<file path="src/inc/cs_regs.vh">
// Register offsets, field positions and reset values for the channel-status bank
`ifndef CS_REGS_VH
`define CS_REGS_VH
`define ADDR_W 8
`define DATA_W 16
`define CS_BITS 40
`define CS_FRAMES 192
`define FRAME_CNT_W 8
`define OFF_OUTPUT_SETTINGS 8'h50
`define OFF_LEFT_UPPER 8'h51
`define OFF_LEFT_MIDDLE 8'h52
`define OFF_LEFT_LOWER 8'h53
`define OFF_RIGHT_UPPER 8'h54
`define OFF_RIGHT_MIDDLE 8'h55
`define OFF_RIGHT_LOWER 8'h56
`define RST_STATUS 16'h0000
`define RST_OUTPUT_SETTINGS 16'h0054
`define COPY_BIT 6
`define OUTPUT_SETTINGS_MASK 16'h015f
`define LOWER_MASK 16'h00fe
`define CONSUMER_BIT 0
`define FIELD_WORD_LEN_HI 35
`define FIELD_WORD_LEN_LO 33
`define FIELD_MAX_LEN 32
`define FIELD_CLK_ACC_HI 29
`define FIELD_CLK_ACC_LO 28
`define FIELD_FS_HI 27
`define FIELD_FS_LO 24
`define FIELD_CHAN_HI 23
`define FIELD_CHAN_LO 20
`define FIELD_SRC_HI 19
`define FIELD_SRC_LO 16
`define FIELD_CAT_HI 15
`define FIELD_CAT_LO 8
`define FIELD_MODE_HI 7
`define FIELD_MODE_LO 6
`define FIELD_EMPH_HI 5
`define FIELD_EMPH_LO 3
`define FIELD_COPYRIGHT 2
`define FIELD_NON_PCM 1
`endif

</file>
<file path="src/core/status_word_reg.v">
// One 16-bit status register with write mask and reset value
`timescale 1ns/1ps
module status_word_reg #(
  parameter [15:0] WMASK = 16'hffff,
  parameter [15:0] RSTVAL = 16'h0000
) (
  // Clock and reset
  input wire clk,
  input wire rst,
  // Write port
  input wire wr_en,
  input wire [15:0] wr_data,
  // Stored value
  output wire [15:0] value
);
  reg [15:0] word_ff;
  reg [15:0] nxt_word;

  always @* begin
    nxt_word = word_ff;
    if (wr_en) begin
      nxt_word = wr_data & WMASK;
    end
  end

  always @(posedge clk) begin
    if (rst) begin
      word_ff <= RSTVAL;
    end else begin
      word_ff <= nxt_word;
    end
  end

  assign value = word_ff;
endmodule // status_word_reg

</file>
<file path="src/core/cs_serializer.v">
// Channel-status bit serializer for one subframe
`timescale 1ns/1ps
`include "cs_regs.vh"
module cs_serializer (
  // Clock and reset
  input wire clk,
  input wire rst,
  // Frame timing
  input wire frame_strobe,
  input wire block_start,
  // Status word
  input wire [`CS_BITS-1:0] status_word,
  // Serial bit
  output wire status_bit
);
  reg [`FRAME_CNT_W-1:0] frame_ff;
  reg bit_ff;
  wire [`FRAME_CNT_W-1:0] slot;

  // Slot of the frame being strobed
  assign slot = block_start ? {`FRAME_CNT_W{1'b0}} : frame_ff;

  always @(posedge clk) begin
    if (rst) begin
      frame_ff <= {`FRAME_CNT_W{1'b0}};
      bit_ff <= 1'b0;
    end else if (frame_strobe) begin
      frame_ff <= slot + 8'h01;
      if (slot < `CS_BITS) begin
        bit_ff <= status_word[slot[5:0]];
      end else begin
        bit_ff <= 1'b0;
      end
    end
  end

  assign status_bit = bit_ff;
endmodule // cs_serializer

</file>
<file path="src/core/tx_channel_status.v">
// Channel-status register bank of the serial audio transmitter
`timescale 1ns/1ps
`include "cs_regs.vh"
module tx_channel_status (
  // Clock and reset
  input wire clk,
  input wire rst,
  // Control port, decoded register access
  input wire wr_en,
  input wire rd_en,
  input wire [`ADDR_W-1:0] addr,
  input wire [`DATA_W-1:0] wr_data,
  output wire [`DATA_W-1:0] rd_data,
  output wire rd_hit,
  // Transmitter frame timing
  input wire frame_strobe,
  input wire block_start,
  // Status towards transmitter
  output wire [`CS_BITS-1:0] tx_status_bits_left,
  output wire [`CS_BITS-1:0] tx_status_bits_right,
  output wire status_bit_left,
  output wire status_bit_right,
  output wire copy_left_to_right
);
  wire [`DATA_W-1:0] l_up, l_mid, l_low, r_up, r_mid, r_low, settings;
  wire [`CS_BITS-1:0] left_word, right_word, right_tx;
  reg [`DATA_W-1:0] rd_data_ff;
  reg rd_hit_ff;
  reg [`DATA_W-1:0] nxt_rd_data;
  reg nxt_rd_hit;

  // Output settings register, only its copy bit is used here
  status_word_reg #(.WMASK(`OUTPUT_SETTINGS_MASK), .RSTVAL(`RST_OUTPUT_SETTINGS)) u_settings (
    .clk(clk), .rst(rst), .wr_en(wr_en && addr == `OFF_OUTPUT_SETTINGS), .wr_data(wr_data), .value(settings)
  );
  status_word_reg #(.WMASK(16'hffff), .RSTVAL(`RST_STATUS)) u_l_up (
    .clk(clk), .rst(rst), .wr_en(wr_en && addr == `OFF_LEFT_UPPER), .wr_data(wr_data), .value(l_up)
  );
  status_word_reg #(.WMASK(16'hffff), .RSTVAL(`RST_STATUS)) u_l_mid (
    .clk(clk), .rst(rst), .wr_en(wr_en && addr == `OFF_LEFT_MIDDLE), .wr_data(wr_data), .value(l_mid)
  );
  // Upper byte unused, consumer bit forced zero
  status_word_reg #(.WMASK(`LOWER_MASK), .RSTVAL(`RST_STATUS)) u_l_low (
    .clk(clk), .rst(rst), .wr_en(wr_en && addr == `OFF_LEFT_LOWER), .wr_data(wr_data), .value(l_low)
  );
  status_word_reg #(.WMASK(16'hffff), .RSTVAL(`RST_STATUS)) u_r_up (
    .clk(clk), .rst(rst), .wr_en(wr_en && addr == `OFF_RIGHT_UPPER), .wr_data(wr_data), .value(r_up)
  );
  status_word_reg #(.WMASK(16'hffff), .RSTVAL(`RST_STATUS)) u_r_mid (
    .clk(clk), .rst(rst), .wr_en(wr_en && addr == `OFF_RIGHT_MIDDLE), .wr_data(wr_data), .value(r_mid)
  );
  status_word_reg #(.WMASK(`LOWER_MASK), .RSTVAL(`RST_STATUS)) u_r_low (
    .clk(clk), .rst(rst), .wr_en(wr_en && addr == `OFF_RIGHT_LOWER), .wr_data(wr_data), .value(r_low)
  );

  // Stored fields pass through unchanged; right word is the left word while the copy bit is set
  assign left_word = {l_up, l_mid, l_low[7:0]};
  assign right_word = {r_up, r_mid, r_low[7:0]};
  assign copy_left_to_right = settings[`COPY_BIT];
  assign right_tx = copy_left_to_right ? left_word : right_word;
  assign tx_status_bits_left = left_word;
  assign tx_status_bits_right = right_tx;

  // Register read mux
  always @* begin
    nxt_rd_data = 16'h0000;
    nxt_rd_hit = 1'b0;
    if (rd_en) begin
      nxt_rd_hit = 1'b1;
      if (addr == `OFF_OUTPUT_SETTINGS) begin
        nxt_rd_data = settings;
      end else if (addr == `OFF_LEFT_UPPER) begin
        nxt_rd_data = l_up;
      end else if (addr == `OFF_LEFT_MIDDLE) begin
        nxt_rd_data = l_mid;
      end else if (addr == `OFF_LEFT_LOWER) begin
        nxt_rd_data = l_low;
      end else if (addr == `OFF_RIGHT_UPPER) begin
        nxt_rd_data = r_up;
      end else if (addr == `OFF_RIGHT_MIDDLE) begin
        nxt_rd_data = r_mid;
      end else if (addr == `OFF_RIGHT_LOWER) begin
        nxt_rd_data = r_low;
      end else begin
        nxt_rd_hit = 1'b0;
      end
    end
  end

  always @(posedge clk) begin
    if (rst) begin
      rd_data_ff <= 16'h0000;
      rd_hit_ff <= 1'b0;
    end else begin
      rd_data_ff <= nxt_rd_data;
      rd_hit_ff <= nxt_rd_hit;
    end
  end

  assign rd_data = rd_data_ff;
  assign rd_hit = rd_hit_ff;

  cs_serializer u_ser_left (
    .clk(clk), .rst(rst), .frame_strobe(frame_strobe), .block_start(block_start),
    .status_word(left_word), .status_bit(status_bit_left)
  );
  cs_serializer u_ser_right (
    .clk(clk), .rst(rst), .frame_strobe(frame_strobe), .block_start(block_start),
    .status_word(right_tx), .status_bit(status_bit_right)
  );
endmodule // tx_channel_status

</file>
<file path="config.mk">
export PLATFORM = sky130hd
export DESIGN_NAME = tx_channel_status
export DESIGN_NICKNAME = d
export VERILOG_FILES = /design/src/core/status_word_reg.v /design/src/core/cs_serializer.v /design/src/core/tx_channel_status.v
export VERILOG_INCLUDE_DIRS = /design/src /design/src/inc
export SDC_FILE = /design/constraint.sdc
export NUM_CORES = 1
export LEC_CHECK = 0
export BUFFER_PORTS_ARGS = -buffer_cell sky130_fd_sc_hd__buf_2
export CORE_MARGIN = 2
export CORE_UTILIZATION = 45
export DETAILED_ROUTE_END_ITERATION = 6
export GPL_TIMING_DRIVEN = 0
export PLACE_DENSITY_LB_ADDON = 0.08
export SLEW_MARGIN = 15
export SYNTH_ARGS = -nofsm -noshare
export SYNTH_HDL_FRONTEND = slang
export SYNTH_SLANG_ARGS = --single-unit
export TNS_END_PERCENT = 20
</file>
<file path="constraint.sdc">
create_clock -name clk -period 2.3 [get_ports clk]
set_clock_uncertainty 0.2 [all_clocks]
set_input_delay 0.23 -clock clk [delete_from_list [all_inputs] [get_ports clk]]
set_output_delay 0.23 -clock clk [all_outputs]
set_load 0.01 [all_outputs]
</file>
==> metrics.log, run 1 <==
INFO  metric cts.path.max_buffers = 2
INFO  metric final-setup-viol-count = 2
INFO  metric yosysTopAreaCellShare = 0.379
INFO  metric clkSinkCount = 120
INFO  metric initial_utilization = 0.459
INFO  metric clock.fmax = approximately 0.43 GHz
INFO  metric synthDominantAreaCellType = dfxtp_1
INFO  metric avgViaCountPerCell = between 6 and 7
INFO  metric crit_arrival = ~1.9 ns
INFO  metric timing.hold.ws = between 0.03 and 0.04 ns
INFO  metric die_width = 123 um
INFO  metric synth-edff-count = 0
INFO  metric regToRegEndpoint = u_ser_right.status_bit
INFO  metric worst-path-buf-inv = 4
INFO  metric yosys_warnings = 0
INFO  metric grt_antenna_before_repair = 0
INFO  metric grt_pass1_vias = roughly 6400
INFO  metric post_drt_antenna_nets = 0
INFO  metric first_iter_violations = about 840
INFO  metric dieHeight = roughly 120 um
INFO  metric place.detailed.hpwl = around 18000 um
INFO  metric timing.critical_path.to_type = output port
INFO  metric timing.setup.critical_path_class = register to output port
INFO  metric layout-area-overhead-vs-synth = 26.6%
INFO  metric detailroute.via_count = a little under 7000
INFO  metric start_kind = register
INFO  metric synth-seq-area-share = 0.379
INFO  metric worstPathCellList = buf_6 -> buf_12 -> buf_8 -> o21ai_0 -> buf_2
INFO  metric timing.reg2reg.setup_slack = -0.02 ns
INFO  metric finalHoldViolCount = 0
INFO  metric netlist_top_cells_area = dfxtp_1, nand2_1, mux2_2
INFO  metric grt_pass1_wl = about 38000 um
INFO  metric finalMaxSlewViolations = 0
INFO  metric layout.cells.most_common = buf_2
INFO  metric clock_edge_transition_at_the_registers_on_the_reported_setup_and_hold_paths = ~0.060 ns
INFO  metric pin_count_of_the_biggest_net_entering_global_routing = 17
INFO  metric finalCoreUtilization = 0.581
INFO  metric layout-drive-gt1-share = 0.270
INFO  metric yosys_register_bits = 120
INFO  metric global_route.overflow_total = 0
INFO  metric worstRegToRegCells = 7
INFO  metric most_frequent_cells_in_the_layout = buf_2, nand2_1, dfxtp_1, a21oi_1, nor2_1
INFO  metric gp_congestion = 0.940
INFO  metric ys_async_sr_fraction = 0
INFO  metric violated_checks = negative setup slack
INFO  metric power.static_leakage = around 3.2 nW
INFO  metric hold_start = wr_en
INFO  metric clk_root_buffer_cell = clkbuf_16
INFO  metric synthCells = roughly 780
INFO  metric min_path_cells = 4
INFO  metric fp.coreArea = between 10000 and 15000 um2
INFO  metric pwr_density_cell = approximately 650 nW/um2
INFO  metric ir_worst_vdd = roughly 0.5 mV
INFO  metric wire_per_inst = about 22 um
INFO  metric setup_total_negative_slack = -0.0614 ns
INFO  metric cp_max_fo = 10
INFO  metric synth_area_per_cell = about 8 um2
INFO  metric r2r_start = u_settings.value[6]
INFO  metric antenna_cells = 0
INFO  metric die_area = 15100 um2
INFO  metric cts_buffers = 17
INFO  metric cts_tree = built
INFO  metric post_cts_buffers = 0
INFO  metric tightestPinTransition = slightly below 0.8 ns
INFO  metric worstHoldPathType = input port to register
INFO  metric placement_rows = 43
INFO  metric final.fill_count = about 1300
INFO  metric post-route-cell-area = around 8000 um2
INFO  metric timing.slew.headroom = 0.471
INFO  metric drt_first_pass_iters = 6
INFO  metric data_required_time_at_the_worst_endpoint = roughly 1.9 ns
INFO  metric floorplan.io_pins = 130
INFO  metric unrepaired_setup_endpoints_after_global_routing = yes
INFO  metric numPortBuffers = 126
INFO  metric main_flop_type_after_synthesis = dfxtp_1
INFO  metric final_critical_path_setup_slack = -0.0392 ns
INFO  metric synthesis.area = around 6300 um2
INFO  metric post_synth_num_cell_types = 60
INFO  metric h-tree-depth = 4
INFO  metric result_of_the_run = complete, but fails checks
INFO  metric routed_wl = 25200 um
INFO  metric drcViolationCount = 0
INFO  metric slowest_delay = around 0.45 ns
INFO  metric finish.net_count = slightly below 1000
INFO  metric max_cap_viol_count = 0
INFO  metric endpoint_of_the_worst_hold_timing_path = u_r_up.value[5]
INFO  metric slowest_stage = o21ai_0
INFO  metric grt_use_total = 0.341
INFO  metric worstSkewPairLatency = ~0.43 ns
INFO  metric final_min_period_over_clock_period = 1.02
INFO  metric timing.critical_path.max_delay_family = buffers and inverters
INFO  metric post_dp_cell_area = ~7200 um2
INFO  metric final.min_clock_period = ~2.3 ns
==> layout make-up <==
class / count / area [um2] / share of cell area
Inverter: 13 / 48.8 / 0.00607
Tap cell: 180 / 225 / 0.0280
Sequential cell: 120 / 2400 / 0.299
Clock buffer: 20 / 457 / 0.0568
Multi-Input combinational cell: 582 / 3610 / 0.449
Buffer: 61 / 339 / 0.0422
Timing Repair Buffer: 144 / 811 / 0.101
Clock inverter: 11 / 148 / 0.0184
==> worst register-to-register path, delay by kind of cell (launching register included) <==
kind            cells  cell delay, ns
compound gates      4            0.90
mux                 1            0.40
buf+inv             2            0.37
flops               1            0.34
==> state kept, by name (all words and copies together), names as in the netlist <==
name,cells
u_r_mid.value,16
u_ser_left.status_bit,1
u_l_up.value,16
rd_hit,1
u_l_mid.value,16
u_ser_left.frame_ff,8
u_r_up.value,16
u_l_low.value,7
u_settings.value,7
u_ser_right.frame_ff,8
rd_data,16
u_r_low.value,7
u_ser_right.status_bit,1
==> routing by layer <==
metal | track usage | share of wire | up-vias
met5 | 0 | 0 | -
met4 | 0.115 | 0.024 | 0
met3 | 0.0711 | 0.096 | 51
met2 | 0.539 | 0.46 | 399
met1 | 0.462 | 0.42 | 3294
li1 | - | - | 3083
==> worst max-delay path by stage <==
| stage | start | to | depth (start not counted) |
|---|---|---|---|
| after floorplan | u_settings.value[6] | u_ser_right.status_bit | 8 |
| after global placement | addr[7] | u_l_mid.value[10] | 8 |
| after detailed placement | addr[7] | u_l_mid.value[7] | 8 |
| after CTS | u_settings.value[6] | tx_status_bits_right[26] | 5 |
| after global routing | u_settings.value[6] | u_ser_right.status_bit | 7 |
| final | u_settings.value[6] | tx_status_bits_right[10] | 5 |
==> stage by stage <==
stage / setup slack (ns) / power (mW) / cells
floorplan: 0.209 / 2.32 / 776
global route: -0.0388 / 5.33 / 1131
detailed placement: -0.295 / 2.45 / 1082
global placement: -0.253 / 2.45 / 1082
CTS: 0.0179 / 5.22 / 1131
finish: -0.0392 / 5.22 / 1131
==> where the power goes <==
| group | internal [mW] | switching [mW] |
|---|---|---|
| registers | 2.09 | 0.00444 |
| clock network | 1.75 | 1.02 |
| logic | 0.112 | 0.241 |
==> repair_timing <==
| action | in CTS | in global routing |
|---|---|---|
| gates resized for setup | 6 | 11 |
| setup endpoints to repair | 10 | 8 |
| endpoints found under the hold margin | 73 | 0 |
| hold buffers | 18 | 0 |
| pin swaps | 0 | 2 |
==> cell families (layout without fill, tap and decap cells) <==
| family | count (synthesis) | after routing | synth area share |
|---|---|---|---|
| simple gates | 301 | 301 | 0.217 |
| compound gates | 182 | 182 | 0.180 |
| flops | 120 | 120 | 0.379 |
| mux | 89 | 89 | 0.156 |
| buf+inv | 74 | 249 | 0.0562 |
| xor+xnor | 6 | 6 | 0.00828 |
| fa+ha+maj | 2 | 2 | 0.00394 |
| other cells | 1 | 2 | 0.000591 |
==> Yosys cell counts (10+ instances only) <==
| cell | instances |
|---|---|
| a21oi_1 | 94 |
| a22oi_1 | 10 |
| and3_1 | 10 |
| buf_2 | 23 |
| clkbuf_1 | 28 |
| dfxtp_1 | 120 |
| inv_1 | 13 |
| mux2_2 | 43 |
| mux2i_1 | 40 |
| nand2_1 | 137 |
| nand3_1 | 45 |
| nor2_1 | 63 |
| o21ai_0 | 27 |
No activity file was read; power rests on OpenSTA's default activity.
==> run 2: changes to the inputs <==
CORE_ASPECT_RATIO = 1.4   (was unset)
==> metrics.log, run 2 (synthesis results as in run 1) <==
INFO  metric critical_path_depth = 5 (unchanged)
INFO  metric slowest_stage = o21ai_0 (unchanged)
INFO  metric worstSkewPairLatency = 0.42 ns (was 0.43 ns)
INFO  metric r2r_start = u_settings.value[6] (unchanged)
INFO  metric regToRegEndpoint = u_ser_right.status_bit (unchanged)
INFO  metric cts.path.max_buffers = 2 (unchanged)
INFO  metric clock.fmax = 0.439 GHz (was 0.427 GHz)
INFO  metric pre_cts_slack = -0.233 ns (was -0.295 ns)
INFO  metric final.fill_count = 1309 (was 1274)
INFO  metric timing.critical_path.to_type = output port (unchanged)
INFO  metric final-setup-viol-count = 0 (was 2)
INFO  metric grt_pass1_wl = 38500 um (was 38100 um)
INFO  metric finish.net_count = 971 (unchanged)
INFO  metric fp.coreArea = 13800 um2 (about the same)
INFO  metric avgViaCountPerCell = 6.05 (was 6.04)
INFO  metric gp_congestion = 0.991 (was 0.940)
INFO  metric area_of_all_sequential_standard_cells = 2400 um2 (unchanged)
INFO  metric post_dp_cell_area = 7210 um2 (about the same)
INFO  metric routed_wl = 25500 um (was 25200 um)
INFO  metric worstRegToRegCells = 8 (was 7)
INFO  metric die_area = 15100 um2 (about the same)
INFO  metric floorplan.io_pins = 130 (unchanged)
INFO  metric place.detailed.hpwl = 18600 um (was 18400 um)
INFO  metric data_required_time_at_the_worst_endpoint = 1.87 ns (about the same)
INFO  metric max_cap_viol_count = 0 (unchanged)
INFO  metric layout.cells.most_common = buf_2 (unchanged)
INFO  metric drt_first_pass_iters = 6 (unchanged)
INFO  metric placement_rows = 51 (was 43)
INFO  metric start_kind = register (unchanged)
INFO  metric worst-path-buf-inv = 4 (unchanged)
INFO  metric grt_antenna_before_repair = 0 (unchanged)
INFO  metric numPortBuffers = 126 (unchanged)
INFO  metric met1_length = 9730 um (was 10600 um)
INFO  metric tightestPinTransition = 0.796 ns (was 0.794 ns)
INFO  metric clk_root_buffer_cell = clkbuf_16 (unchanged)
INFO  metric cp_max_fo = 10 (unchanged)
INFO  metric dieHeight = 145 um (was 123 um)
INFO  metric cts_buffers = 17 (unchanged)
INFO  metric slowest_delay = 0.41 ns (was 0.45 ns)
INFO  metric post_drt_antenna_nets = 0 (unchanged)
INFO  metric result_of_the_run = finished, final reports clean (was complete, but fails checks)
INFO  metric grt_use_total = 0.336 (was 0.341)
INFO  metric initial_utilization = 0.458 (was 0.459)
INFO  metric timing.setup.critical_path_class = register to output port (unchanged)
INFO  metric worstHoldPathType = input port to register (unchanged)
INFO  metric antenna_cells = 0 (unchanged)
INFO  metric finalHoldViolCount = 0 (unchanged)
INFO  metric clkSinkCount = 120 (unchanged)
INFO  metric cts_tree = built (unchanged)
INFO  metric detailroute.via_count = 6881 (was 6827)
INFO  metric layout-drive-gt1-share = 0.272 (was 0.270)
INFO  metric global_route.overflow_total = 0 (unchanged)
INFO  metric pwr_density_cell = 635 nW/um2 (was 649 nW/um2)
INFO  metric timing.reg2reg.setup_slack = 0.02 ns (was -0.02 ns)
INFO  metric multi_input_comb_area = 3610 um2 (about the same)
INFO  metric power = 5.09 mW (was 5.22 mW)
INFO  metric worstPathCellList = buf_6 -> buf_12 -> buf_8 -> o21ai_0 -> buf_2 (unchanged)
INFO  metric timing.critical_path.to = tx_status_bits_right[9] (was tx_status_bits_right[10])
INFO  metric dr_wl_met3 = 2210 um (was 2420 um)
INFO  metric layout-area-overhead-vs-synth = 26.3% (was 26.6%)
INFO  metric die_width = 104 um (was 123 um)
INFO  metric final_min_period_over_clock_period = 0.991 (was 1.02)
INFO  metric routed.top_layer = met4 (unchanged)
INFO  metric finalCoreUtilization = 0.579 (was 0.581)
INFO  metric final_critical_path_setup_slack = 0.0215 ns (was -0.0392 ns)
INFO  metric routed-wl-met2 = 12100 um (was 11600 um)
INFO  metric wire_per_inst = 22.4 um (was 22.3 um)
INFO  metric most_frequent_cells_in_the_layout = buf_2, nand2_1, dfxtp_1, a21oi_1, nor2_1 (unchanged)
INFO  metric clock_edge_transition_at_the_registers_on_the_reported_setup_and_hold_paths = 0.06 ns (about the same)
INFO  metric crit_arrival = 1.85 ns (was 1.91 ns)
INFO  metric post-route-cell-area = 8020 um2 (was 8040 um2)
INFO  metric unrepaired_setup_endpoints_after_global_routing = yes (unchanged)
INFO  metric first_iter_violations = 728 (was 842)
INFO  metric finalMaxSlewViolations = 0 (unchanged)
INFO  metric worst_setup_path_startpoint = u_settings.value[6] (unchanged)
INFO  metric timing.slew.headroom = 0.466 (was 0.471)
INFO  metric timing.critical_path.max_delay_family = buffers and inverters (unchanged)
INFO  metric post_cts_buffers = 0 (unchanged)
INFO  metric grt_pass1_vias = 6689 (was 6405)
INFO  metric pin_count_of_the_biggest_net_entering_global_routing = 17 (unchanged)
INFO  metric final.min_clock_period = 2.28 ns (was 2.34 ns)
INFO  metric h-tree-depth = 4 (unchanged)
INFO  metric ir_worst_vdd = 0.327 mV (was 0.500 mV)
INFO  metric power.static_leakage = 3.24 nW (about the same)
INFO  metric drcViolationCount = 0 (unchanged)
run 2: cell types whose count changed in the layout (fill, tap and decap cells not counted), sizes merged:
| cell | before | now |
|---|---|---|
| bufinv | 3 | 1 |
| clkbuf | 49 | 48 |
| clkinvlp | 4 | 0 |
| inv | 14 | 20 |
| clkinv | 3 | 5 |
run 2: worst min-delay path: cells and delay by family:
kind / cells / cell delay (ns)
AO/OA/AOI/OAI: 1 / 0.05
AND/OR/NAND/NOR: 2 / 0.23
buffers and inverters: 1 / 0.11
run 2: how the worst min path moves through the flow:
stage / start / endpoint / slack (ns) / cells past startpoint
after global placement: u_r_mid.value[3] / u_r_mid.value[3] / 0.24 / 2
after CTS: wr_en / u_r_up.value[0] / 0.05 / 4
final: wr_en / u_r_up.value[4] / 0.05 / 4
after global routing: wr_en / u_r_up.value[0] / 0.06 / 4
after floorplan: addr[2] / rd_hit / 0.15 / 1
after detailed placement: u_r_mid.value[1] / u_r_mid.value[1] / 0.25 / 2
run 2: repair_timing:
action | 4_1_cts | 5_1_grt
pin swaps | 0 | 1
setup endpoints to repair | 7 | 9
hold buffers | 18 | 0
endpoints found under the hold margin | 74 | 0
resized for setup | 4 | 12
run 2: report_power, final:
part           internal (mW)  total [mW]  leakage (nW)  switching (mW)
clock network           1.55        2.65         0.286            1.10
registers               2.08        2.09         0.967         0.00481
logic                  0.112       0.351          1.99           0.239
total                   3.75        5.09          3.24            1.34
run 2: final cells by class:
cell class | instances | area share
multi-input combinational | 582 | 0.450
sequential | 120 | 0.300
timing repair buffer | 144 | 0.101
clock buffer | 19 | 0.0553
buffer | 61 | 0.0418
tap | 185 | 0.0289
clock inverter | 13 | 0.0172
inverter | 13 | 0.00609
run 2: routing by layer:
layer  up-vias  global-route usage
met5         -                   0
met4         0               0.204
met3        97              0.0608
met2       434               0.555
met1      3246               0.407
li1       3104                   -
run 2: through the flow:
stage                     hold WS, ns  TNS [ns]  cells
after floorplan                 0.149         0    776
final                          0.0526         0   1137
after detailed placement        0.247     -3.72   1087
after global routing           0.0635   -0.0337   1137
after global placement          0.242     -3.59   1087
after CTS                      0.0466         0   1137
